==> src/core/pwmg_pkg.sv <==
package pwmg_pkg;

	// Register addresses on the byte-wide register port
	localparam logic [7:0] ADDR_INTC = 8'hb7;
	localparam logic [7:0] ADDR_PERH = 8'hd1;
	localparam logic [7:0] ADDR_D0H  = 8'hd2;
	localparam logic [7:0] ADDR_D1H  = 8'hd3;
	localparam logic [7:0] ADDR_D2H  = 8'hd4;
	localparam logic [7:0] ADDR_CON0 = 8'hd8;
	localparam logic [7:0] ADDR_PERL = 8'hd9;
	localparam logic [7:0] ADDR_D0L  = 8'hda;
	localparam logic [7:0] ADDR_D1L  = 8'hdb;
	localparam logic [7:0] ADDR_D2L  = 8'hdc;
	localparam logic [7:0] ADDR_MODE = 8'hdd;
	localparam logic [7:0] ADDR_STAT = 8'hde;
	localparam logic [7:0] ADDR_MASK = 8'hdf;

	// Field positions
	localparam int CON_RUN    = 7;
	localparam int CON_LOAD   = 6;
	localparam int CON_FLAG   = 5;
	localparam int CON_CLR    = 4;
	localparam int TYP_HI     = 5;
	localparam int TYP_LO     = 4;
	localparam int SEL_HI     = 2;
	localparam int SEL_LO     = 0;
	localparam int MODE_CTR   = 0;
	localparam int EV_FLAG    = 0;
	localparam int EV_END     = 1;
	localparam int EV_LOAD    = 2;

	// Sizes and constants
	localparam int NUM_CH     = 3;
	localparam int NUM_SEL    = 6;
	localparam int NUM_EV     = 3;
	localparam int CNT_W      = 16;
	localparam logic [7:0]       BYTE_RST = 8'h00;
	localparam logic [CNT_W-1:0] CNT_ZERO = 16'h0000;
	localparam logic [CNT_W-1:0] CNT_ONE  = 16'h0001;
	localparam logic [2:0]       SEL_MAX  = 3'h5;
	localparam logic [2:0]       SEL_DEF  = 3'h0;

	typedef enum logic [1:0] {
		TYP_FALL = 2'h0,
		TYP_RISE = 2'h1,
		TYP_MID  = 2'h2,
		TYP_END  = 2'h3
	} pwmg_irq_type_t;

	typedef enum logic {
		DIR_UP   = 1'h0,
		DIR_DOWN = 1'h1
	} pwmg_dir_t;

endpackage : pwmg_pkg

==> src/core/pwmg_core_if.sv <==
`timescale 1ns/1ps
interface pwmg_core_if;
	import pwmg_pkg::*;

	logic             run;
	logic             center;
	logic             load_req;
	logic             clr_req;
	logic [CNT_W-1:0] period;
	logic [CNT_W-1:0] duty [NUM_CH];
	logic [CNT_W-1:0] count;
	logic             load_done;
	logic             clr_done;
	logic             mid_pt;
	logic             end_pt;
	logic [NUM_CH-1:0] gen;

	modport ctrl (output run, center, load_req, clr_req, period, duty,
		input count, load_done, clr_done, mid_pt, end_pt, gen);
	modport core (input run, center, load_req, clr_req, period, duty,
		output count, load_done, clr_done, mid_pt, end_pt, gen);

endinterface : pwmg_core_if

==> src/core/pwmg_core.sv <==
`timescale 1ns/1ps
module pwmg_core (
	input wire logic  ref_clk,
	input wire logic  reset,
	pwmg_core_if.core cif
);
	import pwmg_pkg::*;

	logic [CNT_W-1:0] work_period;
	logic [CNT_W-1:0] work_duty [NUM_CH];
	pwmg_dir_t        dir;
	logic             top_hit;

	// Period boundaries
	assign top_hit = (cif.count >= work_period);
	assign cif.mid_pt = cif.run & cif.center & (dir == DIR_UP) & top_hit;
	assign cif.end_pt = cif.run & (cif.center
		? ((dir == DIR_DOWN) & (cif.count <= CNT_ONE))
			| (work_period == CNT_ZERO)
		: top_hit);
	assign cif.load_done = cif.load_req & (~cif.run | cif.end_pt);
	assign cif.clr_done  = cif.clr_req;

	// Counter, edge-aligned wrap or centre-aligned up and down
	always_ff @(posedge ref_clk) begin
		if (reset || cif.clr_req || !cif.run) begin
			cif.count <= CNT_ZERO;
			dir       <= DIR_UP;
		end else if (!cif.center) begin
			cif.count <= top_hit ? CNT_ZERO : cif.count + CNT_ONE;
		end else if (dir == DIR_UP) begin
			if (work_period == CNT_ZERO) begin
				cif.count <= CNT_ZERO;
			end else if (top_hit) begin
				dir       <= DIR_DOWN;
				cif.count <= cif.count - CNT_ONE;
			end else begin
				cif.count <= cif.count + CNT_ONE;
			end
		end else begin
			if (cif.count <= CNT_ONE) begin
				dir       <= DIR_UP;
				cif.count <= CNT_ZERO;
			end else begin
				cif.count <= cif.count - CNT_ONE;
			end
		end
	end

	// Working buffers follow registers when idle, else load at period end on a load request
	always_ff @(posedge ref_clk) begin
		if (reset) begin
			work_period <= CNT_ZERO;
			for (int i = 0; i < NUM_CH; i++) begin
				work_duty[i] <= CNT_ZERO;
			end
		end else if (!cif.run || cif.load_done) begin
			work_period <= cif.period;
			for (int i = 0; i < NUM_CH; i++) begin
				work_duty[i] <= cif.duty[i];
			end
		end
	end

	// Output compare per channel
	for (genvar g = 0; g < NUM_CH; g++) begin : g_cmp
		always_ff @(posedge ref_clk) begin
			if (reset) begin
				cif.gen[g] <= 1'b0;
			end else begin
				cif.gen[g] <= cif.run & (cif.count < work_duty[g]);
			end
		end
	end
endmodule : pwmg_core

==> src/core/pwmg_top.sv <==
`timescale 1ns/1ps
module pwmg_top (
	input  wire logic        ref_clk,
	input  wire logic        reset,
	input  wire logic [7:0]  reg_addr,
	input  wire logic [7:0]  reg_wdata,
	input  wire logic        reg_wr,
	input  wire logic        reg_rd,
	output logic      [7:0]  reg_rdata,
	output logic             gen_out0,
	output logic             gen_out1,
	output logic             gen_out2,
	output logic             irq
);
	import pwmg_pkg::*;

	pwmg_core_if cif ();

	logic [CNT_W-1:0]   period_value;
	logic [CNT_W-1:0]   duty_value [NUM_CH];
	pwmg_irq_type_t     irq_event_type;
	logic [2:0]         irq_channel_select;
	logic               run_enable;
	logic               load_pend;
	logic               generator_flag;
	logic               counter_clear;
	logic               center_mode;
	logic [NUM_EV-1:0]  irq_status;
	logic [NUM_EV-1:0]  irq_mask;
	logic [NUM_SEL-1:0] chan_lvl;
	logic [NUM_SEL-1:0] prev_lvl;
	logic [2:0]         sel_idx;
	logic               cur_lvl;
	logic               old_lvl;
	logic               flag_event;
	logic [NUM_EV-1:0]  events;
	logic               wr_con;
	logic [7:0]         next_rdata;

	// Core connection
	assign cif.run      = run_enable;
	assign cif.center   = center_mode;
	assign cif.load_req = load_pend;
	assign cif.clr_req  = counter_clear;
	assign cif.period   = period_value;
	always_comb begin
		for (int i = 0; i < NUM_CH; i++) begin
			cif.duty[i] = duty_value[i];
		end
	end

	pwmg_core u_core (
		.ref_clk (ref_clk),
		.reset   (reset),
		.cif     (cif)
	);

	// Pins driven from the core's compare flops
	assign gen_out0 = cif.gen[0];
	assign gen_out1 = cif.gen[1];
	assign gen_out2 = cif.gen[2];

	assign wr_con = reg_wr && (reg_addr == ADDR_CON0);

	// Period bytes
	always_ff @(posedge ref_clk) begin
		if (reset) begin
			period_value <= {BYTE_RST, BYTE_RST};
		end else if (reg_wr && reg_addr == ADDR_PERH) begin
			period_value[15:8] <= reg_wdata;
		end else if (reg_wr && reg_addr == ADDR_PERL) begin
			period_value[7:0] <= reg_wdata;
		end
	end

	// Duty bytes
	always_ff @(posedge ref_clk) begin
		if (reset) begin
			for (int i = 0; i < NUM_CH; i++) begin
				duty_value[i] <= {BYTE_RST, BYTE_RST};
			end
		end else if (reg_wr) begin
			unique case (reg_addr)
				ADDR_D0H: duty_value[0][15:8] <= reg_wdata;
				ADDR_D1H: duty_value[1][15:8] <= reg_wdata;
				ADDR_D2H: duty_value[2][15:8] <= reg_wdata;
				ADDR_D0L: duty_value[0][7:0]  <= reg_wdata;
				ADDR_D1L: duty_value[1][7:0]  <= reg_wdata;
				ADDR_D2L: duty_value[2][7:0]  <= reg_wdata;
				default: ;
			endcase
		end
	end

	// Interrupt control and mode
	always_ff @(posedge ref_clk) begin
		if (reset) begin
			irq_event_type     <= TYP_FALL;
			irq_channel_select <= SEL_DEF;
			center_mode        <= 1'b0;
		end else if (reg_wr && reg_addr == ADDR_INTC) begin
			irq_event_type     <= pwmg_irq_type_t'(reg_wdata[TYP_HI:TYP_LO]);
			irq_channel_select <= reg_wdata[SEL_HI:SEL_LO];
		end else if (reg_wr && reg_addr == ADDR_MODE) begin
			center_mode <= reg_wdata[MODE_CTR];
		end
	end

	// Run enable
	always_ff @(posedge ref_clk) begin
		if (reset) begin
			run_enable <= 1'b0;
		end else if (wr_con) begin
			run_enable <= reg_wdata[CON_RUN];
		end
	end

	// Load request: a new request wins over completion in one cycle
	always_ff @(posedge ref_clk) begin
		if (reset) begin
			load_pend <= 1'b0;
		end else if (wr_con && reg_wdata[CON_LOAD]) begin
			load_pend <= 1'b1;
		end else if (cif.load_done) begin
			load_pend <= 1'b0;
		end
	end

	// Counter clear request, self clearing after one cycle
	always_ff @(posedge ref_clk) begin
		if (reset) begin
			counter_clear <= 1'b0;
		end else if (wr_con && reg_wdata[CON_CLR]) begin
			counter_clear <= 1'b1;
		end else if (cif.clr_done) begin
			counter_clear <= 1'b0;
		end
	end

	// Channel levels: 3 to 5 are the complements of 0 to 2 while running
	assign chan_lvl = {cif.gen & {NUM_CH{run_enable}} ^ {NUM_CH{run_enable}},
		cif.gen};

	always_ff @(posedge ref_clk) begin
		if (reset) begin
			prev_lvl <= '0;
		end else begin
			prev_lvl <= chan_lvl;
		end
	end

	// Channel pick with fallback to channel 0
	assign sel_idx = (irq_channel_select > SEL_MAX) ? SEL_DEF
		: irq_channel_select;
	assign cur_lvl = chan_lvl[sel_idx];
	assign old_lvl = prev_lvl[sel_idx];

	// Flag event source
	always_comb begin
		unique case (irq_event_type)
			TYP_FALL: flag_event = old_lvl & ~cur_lvl;
			TYP_RISE: flag_event = cur_lvl & ~old_lvl;
			TYP_MID:  flag_event = center_mode & cif.mid_pt;
			TYP_END:  flag_event = center_mode & cif.end_pt;
		endcase
	end

	// Generator flag: sticky, cleared by writing 0, a new event wins
	always_ff @(posedge ref_clk) begin
		if (reset) begin
			generator_flag <= 1'b0;
		end else if (flag_event) begin
			generator_flag <= 1'b1;
		end else if (wr_con && !reg_wdata[CON_FLAG]) begin
			generator_flag <= 1'b0;
		end
	end

	// Interrupt status, write one to clear, events win
	assign events[EV_FLAG] = flag_event;
	assign events[EV_END]  = cif.end_pt;
	assign events[EV_LOAD] = cif.load_done;

	always_ff @(posedge ref_clk) begin
		if (reset) begin
			irq_status <= '0;
		end else if (reg_wr && reg_addr == ADDR_STAT) begin
			irq_status <= (irq_status & ~reg_wdata[NUM_EV-1:0]) | events;
		end else begin
			irq_status <= irq_status | events;
		end
	end

	// Interrupt mask
	always_ff @(posedge ref_clk) begin
		if (reset) begin
			irq_mask <= '0;
		end else if (reg_wr && reg_addr == ADDR_MASK) begin
			irq_mask <= reg_wdata[NUM_EV-1:0];
		end
	end

	assign irq = |(irq_status & irq_mask);

	// Read data mux
	always_comb begin
		next_rdata = BYTE_RST;
		unique case (reg_addr)
			ADDR_INTC: begin
				next_rdata[TYP_HI:TYP_LO] = irq_event_type;
				next_rdata[SEL_HI:SEL_LO] = irq_channel_select;
			end
			ADDR_PERH: next_rdata = period_value[15:8];
			ADDR_PERL: next_rdata = period_value[7:0];
			ADDR_D0H:  next_rdata = duty_value[0][15:8];
			ADDR_D1H:  next_rdata = duty_value[1][15:8];
			ADDR_D2H:  next_rdata = duty_value[2][15:8];
			ADDR_D0L:  next_rdata = duty_value[0][7:0];
			ADDR_D1L:  next_rdata = duty_value[1][7:0];
			ADDR_D2L:  next_rdata = duty_value[2][7:0];
			ADDR_CON0: begin
				next_rdata[CON_RUN]  = run_enable;
				next_rdata[CON_LOAD] = load_pend;
				next_rdata[CON_FLAG] = generator_flag;
				next_rdata[CON_CLR]  = counter_clear;
			end
			ADDR_MODE: next_rdata[MODE_CTR] = center_mode;
			ADDR_STAT: next_rdata[NUM_EV-1:0] = irq_status;
			ADDR_MASK: next_rdata[NUM_EV-1:0] = irq_mask;
			default:   next_rdata = BYTE_RST;
		endcase
	end

	// Read data stands only in the cycle after the strobe
	always_ff @(posedge ref_clk) begin
		if (reset) begin
			reg_rdata <= BYTE_RST;
		end else if (reg_rd) begin
			reg_rdata <= next_rdata;
		end else begin
			reg_rdata <= BYTE_RST;
		end
	end
endmodule : pwmg_top

==> config.mk <==
export PLATFORM = sky130hd
export DESIGN_NAME = pwmg_top
export DESIGN_NICKNAME = d
export VERILOG_FILES = /design/src/core/pwmg_pkg.sv /design/src/core/pwmg_core_if.sv /design/src/core/pwmg_core.sv /design/src/core/pwmg_top.sv
export SDC_FILE = /design/constraint.sdc
export NUM_CORES = 1
export LEC_CHECK = 0
export BUFFER_PORTS_ARGS = -buffer_cell sky130_fd_sc_hd__buf_2
export CAP_MARGIN = 15
export CORE_MARGIN = 2
export CORE_UTILIZATION = 54
export DETAILED_ROUTE_END_ITERATION = 7
export GPL_ROUTABILITY_DRIVEN = 0
export PLACE_DENSITY = 0.74
export SETUP_SLACK_MARGIN = 0.5
export SLEW_MARGIN = 40
export SYNTH_ARGS = -nofsm -noshare
export SYNTH_HDL_FRONTEND = slang
export SYNTH_SLANG_ARGS = --single-unit
==> constraint.sdc <==
create_clock -name ref_clk -period 6.15 [get_ports ref_clk]
set_input_delay 1.23 -clock ref_clk [delete_from_list [all_inputs] [get_ports ref_clk]]
set_output_delay 1.23 -clock ref_clk [all_outputs]
set_load 0.01 [all_outputs]
==> results of run 1 <==
==> metrics by stage <==
step,power (mW),util [%],setup WS [ps],std cells
finish,2.43,59.5,2520,1163
CTS,2.43,59.5,2540,1163
detailed placement,1.45,56.4,2510,1131
global placement,1.45,56.4,2600,1131
global route,2.49,59.5,2310,1163
floorplan,1.40,-,2800,913
==> layer usage <==
metal  GRT usage [%]  up-vias  part of all wire, %
met3            4.25       62                  6.2
met5               0        -                0.055
li1                -     3332                    -
met2            40.1      275                   45
met4            13.6        2                  4.1
met1            36.5     3288                   44
==> registers in the layout, indices dropped and copies added (netlist names), 6 cells and up <==
name and flops:
cif.period 16, reg_rdata 8, u_core.cif.count 16, u_core.work_duty 48, duty_value 48, prev_lvl 6, u_core.work_period 16
==> cell families (layout without fill, tap and decap cells) <==
logic type	count (synthesis)	after routing	share of synthesized area, %
AND/OR/NAND/NOR	300	300	16.9
AO/OA/AOI/OAI	190	190	14.4
flip-flops	178	178	47.9
buffers and inverters	120	145	5.61
adder cells (fa/ha/maj)	64	64	8.48
multiplexers	56	56	6.23
XOR/XNOR	5	5	0.464
==> report_power, final <==
part | internal, mW | total [mW] | switching [mW]
clock network | 0.553 | 1.00 | 0.450
registers | 1.28 | 1.30 | 0.0188
logic | 0.0449 | 0.120 | 0.0754
==> critical path: cells and delay by family (launching register included) <==
family / cells / cell delay [ps]
flip-flops: 1 / 620
adder cells (fa/ha/maj): 1 / 320
AND/OR/NAND/NOR: 3 / 440
buffers and inverters: 2 / 440
AO/OA/AOI/OAI: 4 / 1550
==> cell type report <==
type / count / share of cell area, %
multi-input combinational: 615 / 43.0
clock buffer: 24 / 4.74
tap: 225 / 2.75
sequential: 178 / 44.3
inverter: 76 / 2.79
timing repair buffer: 37 / 1.96
clock inverter: 8 / 0.490
==> cells in the mapped netlist (all sizes together), types with 8 or more instances <==
cell    instances  area [um^2]
and3            8         57.6
nor4            9         75.1
a31oi           8         65.1
mux2i          43          430
a21oi          50          262
o21ai          32          160
a22oi           8         60.1
nand3          26          130
nor3           18          106
edfxtp         96         2880
clkbuf         32          141
and2           67          420
a221oi         10          106
nand2b          9         56.3
dfxtp          82         1640
nand2          57          221
nor2           72          273
a21o           17          128
buf            11         92.6
inv            76          285
nand4           9         56.3
ha             64          801
mux2           12          135
==> cell usage in the layout, fill, tap and decap left out, types with 32 or more instances in the layout <==
| master | synthesis | final |
|---|---|---|
| sky130_fd_sc_hd__a21oi_1 | 49 | 49 |
| sky130_fd_sc_hd__and2_1 | 66 | 66 |
| sky130_fd_sc_hd__dfxtp_1 | 82 | 82 |
| sky130_fd_sc_hd__edfxtp_1 | 96 | 96 |
| sky130_fd_sc_hd__ha_1 | 64 | 64 |
| sky130_fd_sc_hd__inv_1 | 76 | 76 |
| sky130_fd_sc_hd__mux2i_1 | 43 | 43 |
| sky130_fd_sc_hd__nand2_1 | 56 | 55 |
| sky130_fd_sc_hd__nor2_1 | 71 | 71 |
| sky130_fd_sc_hd__o21ai_0 | 32 | 32 |
==> worst paths after layout <==
check                 startpoint                      end  depth (start not counted)  slack, ps
max reg2reg  u_core.cif.count[0]  u_core.work_duty[0][34]                         10       2520
min            irq_event_type[1]        irq_event_type[1]                          2        480
min reg2reg    irq_event_type[1]        irq_event_type[1]                          2        480
max          u_core.cif.count[0]  u_core.work_duty[0][34]                         10       2520
==> flow_summary.html, run 1 <==
<table>
<tr><th>Metric</th><th>Value</th></tr>
<tr><th colspan="2">Clocking</th></tr>
<tr><td>Clock Sinks</td><td>178</td></tr>
<tr><td>Count of buffers added by post-CTS timing repair for setup</td><td>0</td></tr>
<tr><td>Latest clock arrival within the worst-skew pair</td><td>between 400 and 500 ps</td></tr>
<tr><td>H-tree depth reported by CTS</td><td>4</td></tr>
<tr><td>CTS Hold Bufs</td><td>0</td></tr>
<tr><td>Number of buffers added by the clock tree synthesis step</td><td>17</td></tr>
<tr><td>TritonCTS clock tree</td><td>done</td></tr>
<tr><td>Cell at the root of the clock tree</td><td>sky130_fd_sc_hd__clkbuf_16</td></tr>
<tr><td>Number of gates resized after CTS</td><td>0</td></tr>
<tr><td>Clock Path Buffers</td><td>2</td></tr>
<tr><td>Post-CTS clock slew at the launch and capture registers of the worst setup and hold paths</td><td>70 ps</td></tr>
<tr><th colspan="2">Worst setup path</th></tr>
<tr><td>Data required, critical path</td><td>6340 ps</td></tr>
<tr><td>Arrival time of the worst setup path</td><td>roughly 3800 ps</td></tr>
<tr><td>Worst setup path category</td><td>reg -&gt; reg</td></tr>
<tr><td>Standard cell with the maximum stage delay on the critical path</td><td>sky130_fd_sc_hd__a21oi_4</td></tr>
<tr><td>Category of the worst setup path launch point</td><td>flop</td></tr>
<tr><td>Worst path max stage delay</td><td>660 ps</td></tr>
<tr><td>Sequence of cells on the critical path</td><td>inv_1, ha_1, nor3b_1, o21ai_0, a32oi_1, a31oi_4, a21oi_4, nor2_2, buf_4, and2_1</td></tr>
<tr><td>Highest fanout seen on the critical path</td><td>between 40 and 50</td></tr>
<tr><td>Crit. End Element</td><td>flop</td></tr>
<tr><th colspan="2">Outcome</th></tr>
<tr><td>Result of the run</td><td>completed</td></tr>
<tr><th colspan="2">Drt</th></tr>
<tr><td>Final antenna-violating net count</td><td>0</td></tr>
<tr><td>Via total after detailed routing</td><td>6959</td></tr>
<tr><td>Number of vias per cell</td><td>5.98</td></tr>
<tr><td>Final routed wire length divided by cell count</td><td>20.2 um</td></tr>
<tr><td>Iteration count of the initial detailed-routing pass</td><td>5</td></tr>
<tr><td>Initial DRC Count</td><td>765</td></tr>
<tr><td>Total wirelength of the detailed-routed design</td><td>23400 um</td></tr>
<tr><td>Remaining routing DRC violations</td><td>0</td></tr>
<tr><th colspan="2">Floorplanning</th></tr>
<tr><td>Num ports</td><td>32</td></tr>
<tr><td>Die ar.</td><td>18600 um^2</td></tr>
<tr><td>Starting density of the core</td><td>55.0%</td></tr>
<tr><td>Placement Rows</td><td>48</td></tr>
<tr><td>Die H</td><td>136 um</td></tr>
<tr><td>Die Width</td><td>136 um</td></tr>
<tr><td>Core box area</td><td>roughly 17000 um^2</td></tr>
<tr><th colspan="2">Timing</th></tr>
<tr><td>Slew of the pin with the lowest slew margin</td><td>roughly 800 ps</td></tr>
<tr><td>Final setup violation count</td><td>0</td></tr>
<tr><td>Worst Hold Slack</td><td>480 ps</td></tr>
<tr><td>Crit share post-route</td><td>59.1%</td></tr>
<tr><td>Unrepaired setup endpoints after global routing</td><td>no</td></tr>
<tr><td>Total negative setup slack</td><td>0 ps</td></tr>
<tr><td>Rel. slew slack</td><td>46.9%</td></tr>
<tr><td>Layout Skew</td><td>roughly 8.4 ps</td></tr>
<tr><td>Maximum clock frequency</td><td>approximately 0.28 GHz</td></tr>
<tr><td>Number of pins exceeding their max-slew limit in the final report</td><td>0</td></tr>
<tr><td>Final worst path period need</td><td>3630 ps</td></tr>
<tr><td>Number of failing hold endpoints at the final stage</td><td>0</td></tr>
<tr><th colspan="2">Layout</th></tr>
<tr><td>Layout overhead on the synthesized area</td><td>8.30%</td></tr>
<tr><td>Footprint of the flip-flops and latches</td><td>roughly 4500 um^2</td></tr>
<tr><td>Area of the multi-input gates</td><td>4400 um^2</td></tr>
<tr><td>Number of nets in the layout</td><td>1009</td></tr>
<tr><td>Fin area</td><td>roughly 10000 um^2</td></tr>
<tr><td>Filler cell count in the final layout</td><td>1482</td></tr>
<tr><td>Share of layout cells above drive strength 1</td><td>11.5%</td></tr>
<tr><td>Number of antenna repair diodes</td><td>0</td></tr>
<tr><th colspan="2">Synth</th></tr>
<tr><td>Mapped Nets</td><td>997</td></tr>
<tr><td>Share of async-settable or async-resettable flops after synthesis</td><td>0%</td></tr>
<tr><td>EDFF count, synth</td><td>96</td></tr>
<tr><td>Number of cells produced by synthesis</td><td>between 900 and 1000</td></tr>
<tr><td>Leading register cell type out of synthesis</td><td>sky130_fd_sc_hd__edfxtp_1</td></tr>
<tr><td>Count of state elements after synthesis</td><td>about 180</td></tr>
<tr><td>Register area share after synthesis</td><td>47.9%</td></tr>
<tr><td>Cell Area, Synth</td><td>9440 um^2</td></tr>
<tr><td>Number of warning messages in the yosys log</td><td>0</td></tr>
<tr><td>Avg Inst Size Synth</td><td>10.3 um^2</td></tr>
<tr><td>Unique cell type count in the Yosys netlist</td><td>76</td></tr>
<tr><th colspan="2">GRT</th></tr>
<tr><td>Total routing resource utilization after global routing</td><td>26.4%</td></tr>
<tr><td>Grt total ovfl</td><td>0</td></tr>
<tr><td>Number of global-route vias before repair</td><td>approximately 6500</td></tr>
<tr><td>First-pass GRT wire length</td><td>36300 um</td></tr>
<tr><td>Number of antenna violations at the first check in global routing</td><td>1</td></tr>
<tr><td>Largest net degree at the start of global routing</td><td>62</td></tr>
<tr><th colspan="2">Job</th></tr>
<tr><td>Max-cap check violation count</td><td>0</td></tr>
<tr><th colspan="2">Power and ir drop</th></tr>
<tr><td>Peak VDD IR</td><td>0.218 mV</td></tr>
<tr><td>PwrDens</td><td>237 nW/um^2</td></tr>
<tr><td>Leakage</td><td>a little over 4 nW</td></tr>
<tr><th colspan="2">Place</th></tr>
<tr><td>Cell Area, Placed</td><td>9680 um^2</td></tr>
<tr><td>Final HPWL from detailed placement</td><td>16800 um</td></tr>
<tr><td>I/O Buffers</td><td>31</td></tr>
<tr><th colspan="2">Min path</th></tr>
<tr><td>Hold Path Class</td><td>reg -&gt; reg</td></tr>
</table>
Power figures use the tool's default switching activity.
==> run 2, diff against run 1 <==
==> constraint.sdc (replaced) <==
create_clock -name ref_clk -period 3.7 [get_ports ref_clk]
set_input_delay 0.74 -clock ref_clk [delete_from_list [all_inputs] [get_ports ref_clk]]
set_output_delay 0.74 -clock ref_clk [all_outputs]
set_load 0.01 [all_outputs]
==> flow_summary.html, run 2 (same netlist as run 1, synthesis figures left out) <==
<table>
<tr><th>Metric</th><th>Value</th></tr>
<tr><th colspan="2">Outcome</th></tr>
<tr><td>Result of the run</td><td>completed</td></tr>
<tr><th colspan="2">Clocking</th></tr>
<tr><td>Latest clock arrival within the worst-skew pair</td><td>430 ps</td></tr>
<tr><td>TritonCTS clock tree</td><td>done</td></tr>
<tr><td>Clock Sinks</td><td>between 150 and 200</td></tr>
<tr><td>Number of buffers added by the clock tree synthesis step</td><td>17</td></tr>
<tr><td>H-tree depth reported by CTS</td><td>4</td></tr>
<tr><td>Post-CTS clock slew at the launch and capture registers of the worst setup and hold paths</td><td>70 ps</td></tr>
<tr><td>Clock Path Buffers</td><td>2</td></tr>
<tr><td>Cell at the root of the clock tree</td><td>sky130_fd_sc_hd__clkbuf_16</td></tr>
<tr><th colspan="2">Layout</th></tr>
<tr><td>Share of layout cells above drive strength 1</td><td>12.8%</td></tr>
<tr><td>Layout overhead on the synthesized area</td><td>9.77%</td></tr>
<tr><td>Leading cell type in the layout, fill and taps excluded</td><td>sky130_fd_sc_hd__edfxtp_1</td></tr>
<tr><td>Fin area</td><td>10400 um^2</td></tr>
<tr><td>Biggest regs</td><td>duty_value x48, u_core.work_duty x48</td></tr>
<tr><td>Most used cells in the layout excluding fill and tap cells</td><td>96 x sky130_fd_sc_hd__edfxtp_1, 82 x sky130_fd_sc_hd__dfxtp_1, 76 x sky130_fd_sc_hd__inv_1</td></tr>
<tr><td>Number of nets in the layout</td><td>roughly 1000</td></tr>
<tr><th colspan="2">Power and ir drop</th></tr>
<tr><td>Leakage</td><td>4.17 nW</td></tr>
<tr><td>PwrDens</td><td>about 400 nW/um^2</td></tr>
<tr><td>Peak VDD IR</td><td>0.346 mV</td></tr>
<tr><td>Internal Power</td><td>3.17 mW</td></tr>
<tr><td>Sequential share of power</td><td>51.8%</td></tr>
<tr><td>Clock network fraction of total power</td><td>43.3%</td></tr>
<tr><td>Sw frac</td><td>24.0%</td></tr>
<tr><td>Total power</td><td>~4.2 mW</td></tr>
<tr><td>Combinational cell fraction of total power</td><td>4.9%</td></tr>
<tr><td>Net switching power</td><td>1.00 mW</td></tr>
<tr><th colspan="2">Timing</th></tr>
<tr><td>Number of failing hold endpoints at the final stage</td><td>0</td></tr>
<tr><td>Number of pins exceeding their max-slew limit in the final report</td><td>0</td></tr>
<tr><td>Layout Skew</td><td>around 12 ps</td></tr>
<tr><td>Rel. slew slack</td><td>54.9%</td></tr>
<tr><td>Unrepaired setup endpoints after global routing</td><td>no</td></tr>
<tr><td>Final setup violation count</td><td>0</td></tr>
<tr><td>Final worst path period need</td><td>3090 ps</td></tr>
<tr><td>Crit share post-route</td><td>83.6%</td></tr>
<tr><td>Slew of the pin with the lowest slew margin</td><td>674 ps</td></tr>
<tr><td>Maximum clock frequency</td><td>between 0.3 and 0.4 GHz</td></tr>
<tr><td>Total negative setup slack</td><td>0 ps</td></tr>
<tr><th colspan="2">Worst setup path</th></tr>
<tr><td>Worst setup path category</td><td>reg -&gt; reg</td></tr>
<tr><td>CP top delay family</td><td>compound AO/OA/AOI/OAI gates</td></tr>
<tr><td>Highest fanout seen on the critical path</td><td>between 40 and 50</td></tr>
<tr><td>Standard cell with the maximum stage delay on the critical path</td><td>sky130_fd_sc_hd__dfxtp_1</td></tr>
<tr><td>Sequence of cells on the critical path</td><td>ha_1, nand2_1, nor4_2, a32oi_2, a31oi_4, o21ai_0, nand2_2, buf_6</td></tr>
<tr><td>Crit. End Element</td><td>flop</td></tr>
<tr><td>Number of buffer and inverter stages on the critical path</td><td>1</td></tr>
<tr><td>Data required, critical path</td><td>3780 ps</td></tr>
<tr><td>Arrival time of the worst setup path</td><td>3170 ps</td></tr>
<tr><td>Worst path max stage delay</td><td>670 ps</td></tr>
<tr><td>Category of the worst setup path launch point</td><td>flop</td></tr>
<tr><th colspan="2">GRT</th></tr>
<tr><td>Routing usage on met3</td><td>5.41%</td></tr>
<tr><td>Total routing resource utilization after global routing</td><td>27.7%</td></tr>
<tr><td>Global routing usage on met1</td><td>38.1%</td></tr>
<tr><td>First-pass GRT wire length</td><td>a little under 40000 um</td></tr>
<tr><td>Grt peak-use layer</td><td>met2</td></tr>
<tr><td>Largest net degree at the start of global routing</td><td>61</td></tr>
<tr><td>Met2 Resource Use GR</td><td>41.9%</td></tr>
<tr><td>Number of antenna violations at the first check in global routing</td><td>0</td></tr>
<tr><td>Number of global-route vias before repair</td><td>6811</td></tr>
<tr><td>Grt total ovfl</td><td>0</td></tr>
<tr><th colspan="2">Drt</th></tr>
<tr><td>Via total after detailed routing</td><td>a little over 7000</td></tr>
<tr><td>Initial DRC Count</td><td>827</td></tr>
<tr><td>Number of vias per cell</td><td>6.15</td></tr>
<tr><td>Remaining routing DRC violations</td><td>0</td></tr>
<tr><td>Final antenna-violating net count</td><td>0</td></tr>
<tr><td>Total wirelength of the detailed-routed design</td><td>24700 um</td></tr>
<tr><td>Final routed wire length divided by cell count</td><td>21.1 um</td></tr>
<tr><td>Iteration count of the initial detailed-routing pass</td><td>8</td></tr>
<tr><th colspan="2">Floorplanning</th></tr>
<tr><td>Die Width</td><td>136 um</td></tr>
<tr><td>Placement Rows</td><td>48</td></tr>
<tr><td>Die H</td><td>around 140 um</td></tr>
<tr><td>Starting density of the core</td><td>55.0%</td></tr>
<tr><td>Num ports</td><td>32</td></tr>
<tr><td>Core box area</td><td>17200 um^2</td></tr>
<tr><td>Die ar.</td><td>18600 um^2</td></tr>
<tr><th colspan="2">Place</th></tr>
<tr><td>Cell Area, Placed</td><td>9750 um^2</td></tr>
<tr><td>Final HPWL from detailed placement</td><td>18200 um</td></tr>
<tr><td>I/O Buffers</td><td>31</td></tr>
<tr><th colspan="2">Min path</th></tr>
<tr><td>Hold Path Class</td><td>reg -&gt; reg</td></tr>
<tr><th colspan="2">Job</th></tr>
<tr><td>Max-cap check violation count</td><td>0</td></tr>
</table>
-- run 2: changes by cell type in the layout (fill, tap and decap cells not counted), sizes merged --
cell	delta
clkbuf	-6
diode	+1
clkinv	+3
inv	+2
bufinv	+1
buf	+9
-- run 2: worst min-delay path, stage by stage, from the launching register on --
cell and delay, ps:
sky130_fd_sc_hd__dfxtp_1 330, sky130_fd_sc_hd__nand2_1 60, sky130_fd_sc_hd__a21oi_1 60
-- run 2: cell type report --
cell class | instances | area, um^2
clock buffers | 18 | 429
inverters | 76 | 285
multi-input cells | 615 | 4400
fillers | 1456 | 6820
clock inverters | 14 | 168
repair buffers | 46 | 272
flip-flops and latches | 178 | 4520
well taps | 225 | 282
diodes | 1 | 2.50
-- run 2: repair_timing --
item / 4_1_cts / 5_1_grt
hold buffers: 0 / 0
setup endpoints to repair: 0 / 49
buffers inserted: 0 / 0
gates resized for setup: 0 / 3
-- run 2: path summary, 6_finish.rpt --
kind	from	to	slack [ps]	cells past startpoint
max	u_core.cif.count[11]	u_core.work_duty[0][3]	610	8
min	irq_status[0]	irq_status[0]	490	2
max reg2reg	u_core.cif.count[11]	u_core.work_duty[0][3]	610	8
min reg2reg	irq_status[0]	irq_status[0]	490	2
-- run 2: metal layers --
| layer | part of all wire [%] | vias to the layer above | wire, um |
|---|---|---|---|
| met3 | 7.3 | 72 | 1820 |
| li1 | - | 3352 | - |
| met1 | 43 | 3446 | 10700 |
| met5 | 0 | - | 0 |
| met4 | 4.5 | 0 | 1110 |
| met2 | 45 | 348 | 11100 |
-- run 2: power groups by stage --
stage	combinational, mW	sequential (mW)	clock, mW
after global routing	0.224	2.17	1.91
after global placement	0.197	2.21	0
after floorplan	0.137	2.19	0
final	0.206	2.16	1.81
after detailed placement	0.202	2.21	0
after CTS	0.203	2.16	1.82
-- run 2: through the flow --
stage,util (%),hold slack [ps],setup WS [ps],instances
after CTS,60.2,487,631,1172
after detailed placement,56.7,475,653,1140
after floorplan,-,448,775,913
after global placement,56.7,465,716,1140
after global routing,60.3,506,512,1172
final,60.3,487,607,1173
==> run 3, diff against run 2 <==
==> constraint.sdc (replaced) <==
create_clock -name ref_clk -period 3.1 [get_ports ref_clk]
set_input_delay 0.62 -clock ref_clk [delete_from_list [all_inputs] [get_ports ref_clk]]
set_output_delay 0.62 -clock ref_clk [all_outputs]
set_load 0.01 [all_outputs]
==> flow_summary.html, run 3 (same netlist as run 1, synthesis figures left out) <==
<table>
<tr><th>Metric</th><th>Value</th></tr>
<tr><th colspan="2">Outcome</th></tr>
<tr><td>Result of the run</td><td>completed</td></tr>
<tr><th colspan="2">Clocking</th></tr>
<tr><td>CTS Hold Bufs</td><td>0</td></tr>
<tr><td>Latest clock arrival within the worst-skew pair</td><td>430 ps</td></tr>
<tr><td>H-tree depth reported by CTS</td><td>4</td></tr>
<tr><td>Cell at the root of the clock tree</td><td>sky130_fd_sc_hd__clkbuf_16</td></tr>
<tr><td>TritonCTS clock tree</td><td>done</td></tr>
<tr><td>Post-CTS clock slew at the launch and capture registers of the worst setup and hold paths</td><td>roughly 70 ps</td></tr>
<tr><td>Clock Path Buffers</td><td>2</td></tr>
<tr><td>Number of buffers added by the clock tree synthesis step</td><td>17</td></tr>
<tr><td>Clock Sinks</td><td>178</td></tr>
<tr><th colspan="2">Floorplanning</th></tr>
<tr><td>Num ports</td><td>32</td></tr>
<tr><td>Starting density of the core</td><td>55.0%</td></tr>
<tr><td>Placement Rows</td><td>48</td></tr>
<tr><td>Core box area</td><td>approximately 17000 um^2</td></tr>
<tr><td>Die Width</td><td>around 140 um</td></tr>
<tr><td>Die ar.</td><td>about 19000 um^2</td></tr>
<tr><td>Die H</td><td>136 um</td></tr>
<tr><th colspan="2">Worst setup path</th></tr>
<tr><td>Endpoint of the worst register-to-register path</td><td>u_core.work_duty[0][7]</td></tr>
<tr><td>Sequence of cells on the critical path</td><td>inv_1, ha_1, nor3b_2, o21ai_1, a32oi_2, a31oi_4, a21oi_4, buf_6, nor2_4, buf_12, and2_1</td></tr>
<tr><td>Data required, critical path</td><td>3290 ps</td></tr>
<tr><td>Worst path max stage delay</td><td>350 ps</td></tr>
<tr><td>Category of the worst setup path launch point</td><td>flop</td></tr>
<tr><td>CP top delay family</td><td>compound AO/OA/AOI/OAI gates</td></tr>
<tr><td>Highest fanout seen on the critical path</td><td>12</td></tr>
<tr><td>Crit. End Element</td><td>flop</td></tr>
<tr><td>Arrival time of the worst setup path</td><td>approximately 2800 ps</td></tr>
<tr><td>Standard cell with the maximum stage delay on the critical path</td><td>sky130_fd_sc_hd__a32oi_2</td></tr>
<tr><td>Number of buffer and inverter stages on the critical path</td><td>3</td></tr>
<tr><td>Cell count of the worst reg-to-reg path</td><td>11</td></tr>
<tr><td>Worst flop-to-flop path startpoint</td><td>u_core.cif.count[0]</td></tr>
<tr><td>Worst setup path category</td><td>reg -&gt; reg</td></tr>
<tr><td>Reg2reg setup slack</td><td>530 ps</td></tr>
<tr><th colspan="2">Timing</th></tr>
<tr><td>Total negative setup slack</td><td>0 ps</td></tr>
<tr><td>Layout Skew</td><td>about 8.0 ps</td></tr>
<tr><td>Slew of the pin with the lowest slew margin</td><td>between 600 and 700 ps</td></tr>
<tr><td>Maximum clock frequency</td><td>~0.4 GHz</td></tr>
<tr><td>PnR worst setup slack</td><td>533 ps</td></tr>
<tr><td>Final setup violation count</td><td>0</td></tr>
<tr><td>Worst Hold Slack</td><td>472 ps</td></tr>
<tr><td>Rel. slew slack</td><td>a little over half</td></tr>
<tr><td>Number of pins exceeding their max-slew limit in the final report</td><td>0</td></tr>
<tr><td>Final worst path period need</td><td>2570 ps</td></tr>
<tr><td>Number of failing hold endpoints at the final stage</td><td>0</td></tr>
<tr><td>Unrepaired setup endpoints after global routing</td><td>yes</td></tr>
<tr><td>Crit share post-route</td><td>between 80 and 90%</td></tr>
<tr><th colspan="2">Power and ir drop</th></tr>
<tr><td>Total power</td><td>4.97 mW</td></tr>
<tr><td>PwrDens</td><td>462 nW/um^2</td></tr>
<tr><td>Leakage</td><td>between 4 and 5 nW</td></tr>
<tr><td>Peak VDD IR</td><td>~0.41 mV</td></tr>
<tr><th colspan="2">Min path</th></tr>
<tr><td>Startpoint of the tightest hold check path</td><td>reg_rd</td></tr>
<tr><td>Hold Path Class</td><td>in -&gt; reg</td></tr>
<tr><td>Endpoint with the worst hold slack</td><td>reg_rdata[3]</td></tr>
<tr><td>Number of cells on the worst hold path</td><td>3</td></tr>
<tr><th colspan="2">Layout</th></tr>
<tr><td>Layout overhead on the synthesized area</td><td>13.8%</td></tr>
<tr><td>Most used cells in the layout excluding fill and tap cells</td><td>96 x sky130_fd_sc_hd__edfxtp_1, 76 x sky130_fd_sc_hd__inv_1, 76 x sky130_fd_sc_hd__dfxtp_1</td></tr>
<tr><td>Share of layout cells above drive strength 1</td><td>17.1%</td></tr>
<tr><td>Fin cells</td><td>approximately 1200</td></tr>
<tr><td>Filler cell count in the final layout</td><td>1368</td></tr>
<tr><td>Leading cell type in the layout, fill and taps excluded</td><td>sky130_fd_sc_hd__edfxtp_1</td></tr>
<tr><td>Biggest regs</td><td>duty_value x48, u_core.work_duty x48</td></tr>
<tr><td>Number of antenna repair diodes</td><td>0</td></tr>
<tr><td>Number of nets in the layout</td><td>1053</td></tr>
<tr><th colspan="2">Drt</th></tr>
<tr><td>Iteration count of the initial detailed-routing pass</td><td>5</td></tr>
<tr><td>Final routed wire length divided by cell count</td><td>20.2 um</td></tr>
<tr><td>Via total after detailed routing</td><td>7281</td></tr>
<tr><td>Remaining routing DRC violations</td><td>0</td></tr>
<tr><td>Initial DRC Count</td><td>801</td></tr>
<tr><td>Total wirelength of the detailed-routed design</td><td>24400 um</td></tr>
<tr><td>Number of vias per cell</td><td>between 6 and 7</td></tr>
<tr><td>Final antenna-violating net count</td><td>0</td></tr>
<tr><th colspan="2">Place</th></tr>
<tr><td>Minimum setup slack after placement</td><td>about 360 ps</td></tr>
<tr><td>Dpl cells</td><td>1160</td></tr>
<tr><td>Final HPWL from detailed placement</td><td>17400 um</td></tr>
<tr><td>I/O Buffers</td><td>31</td></tr>
<tr><th colspan="2">Job</th></tr>
<tr><td>Max-cap check violation count</td><td>0</td></tr>
<tr><th colspan="2">GRT</th></tr>
<tr><td>Number of antenna violations at the first check in global routing</td><td>0</td></tr>
<tr><td>Grt total ovfl</td><td>0</td></tr>
<tr><td>Number of global-route vias before repair</td><td>6823</td></tr>
<tr><td>First-pass GRT wire length</td><td>36800 um</td></tr>
<tr><td>Total routing resource utilization after global routing</td><td>26.3%</td></tr>
<tr><td>Largest net degree at the start of global routing</td><td>60</td></tr>
</table>
## run 3: cell count changes in the layout (fill, tap and decap cells not counted), moves of 3 or more
| cell | before | now |
|---|---|---|
| sky130_fd_sc_hd__dfxtp_1 | 82 | 76 |
| sky130_fd_sc_hd__inv_8 | 3 | 6 |
| sky130_fd_sc_hd__buf_4 | 14 | 39 |
| sky130_fd_sc_hd__dfxtp_2 | 0 | 5 |
| sky130_fd_sc_hd__nor2_4 | 0 | 6 |
## run 3: worst register-to-register path, delay by kind of cell (launching register included)
family	cells	cell delay (ps)
AO/OA/AOI/OAI	4	900
adder cells (fa/ha/maj)	1	320
buffers and inverters	3	410
flip-flops	1	330
AND/OR/NAND/NOR	3	370
## run 3: worst max path at each step
stage	slack [ps]	from	cells past startpoint	to
final	530	u_core.cif.count[0]	11	u_core.work_duty[0][7]
after global routing	440	u_core.work_period[15]	10	u_core.work_duty[0][19]
after CTS	500	u_core.cif.count[1]	9	u_core.work_period[3]
after detailed placement	360	u_core.cif.count[15]	8	u_core.work_duty[0][46]
after global placement	7	u_core.work_period[15]	9	u_core.work_duty[0][18]
after floorplan	510	u_core.cif.count[0]	12	u_core.work_duty[0][27]
## run 3: timing repair
| item | in CTS | in global routing |
|---|---|---|
| gates cloned | 1 | 4 |
| buffers inserted | 0 | 10 |
| endpoints found under the setup margin | 61 | 125 |
| pin swaps | 0 | 10 |
| resized for setup | 9 | 21 |
## run 3: final cells by class
| type | count | area, um^2 | share of cell area [%] |
|---|---|---|---|
| Timing Repair Buffer | 76 | 532 | 4.95 |
| Sequential cell | 178 | 4530 | 42.2 |
| Tap cell | 225 | 282 | 2.62 |
| Clock buffer | 17 | 425 | 3.96 |
| Multi-Input combinational cell | 620 | 4520 | 42.1 |
| Clock inverter | 15 | 158 | 1.47 |
| Inverter | 76 | 285 | 2.66 |
## run 3: stage by stage
step | utilization [%] | area (um^2)
after global placement | 57.7 | 9920
after detailed placement | 57.8 | 9920
final | 62.5 | 10700
after global routing | 62.5 | 10700
after floorplan | - | 9460
after CTS | 61.4 | 10600
## run 3: per-layer routing
layer	wire length [um]	global-route usage (%)
met1	10500	36.9
met2	11100	39.9
met3	1780	4.96
met4	983	11.3
met5	0	0
## run 3: where the power goes
part,internal (mW),switching (mW)
clock,1.09,1.04
combinational,0.0978,0.159
sequential,2.55,0.0410
total,3.73,1.24
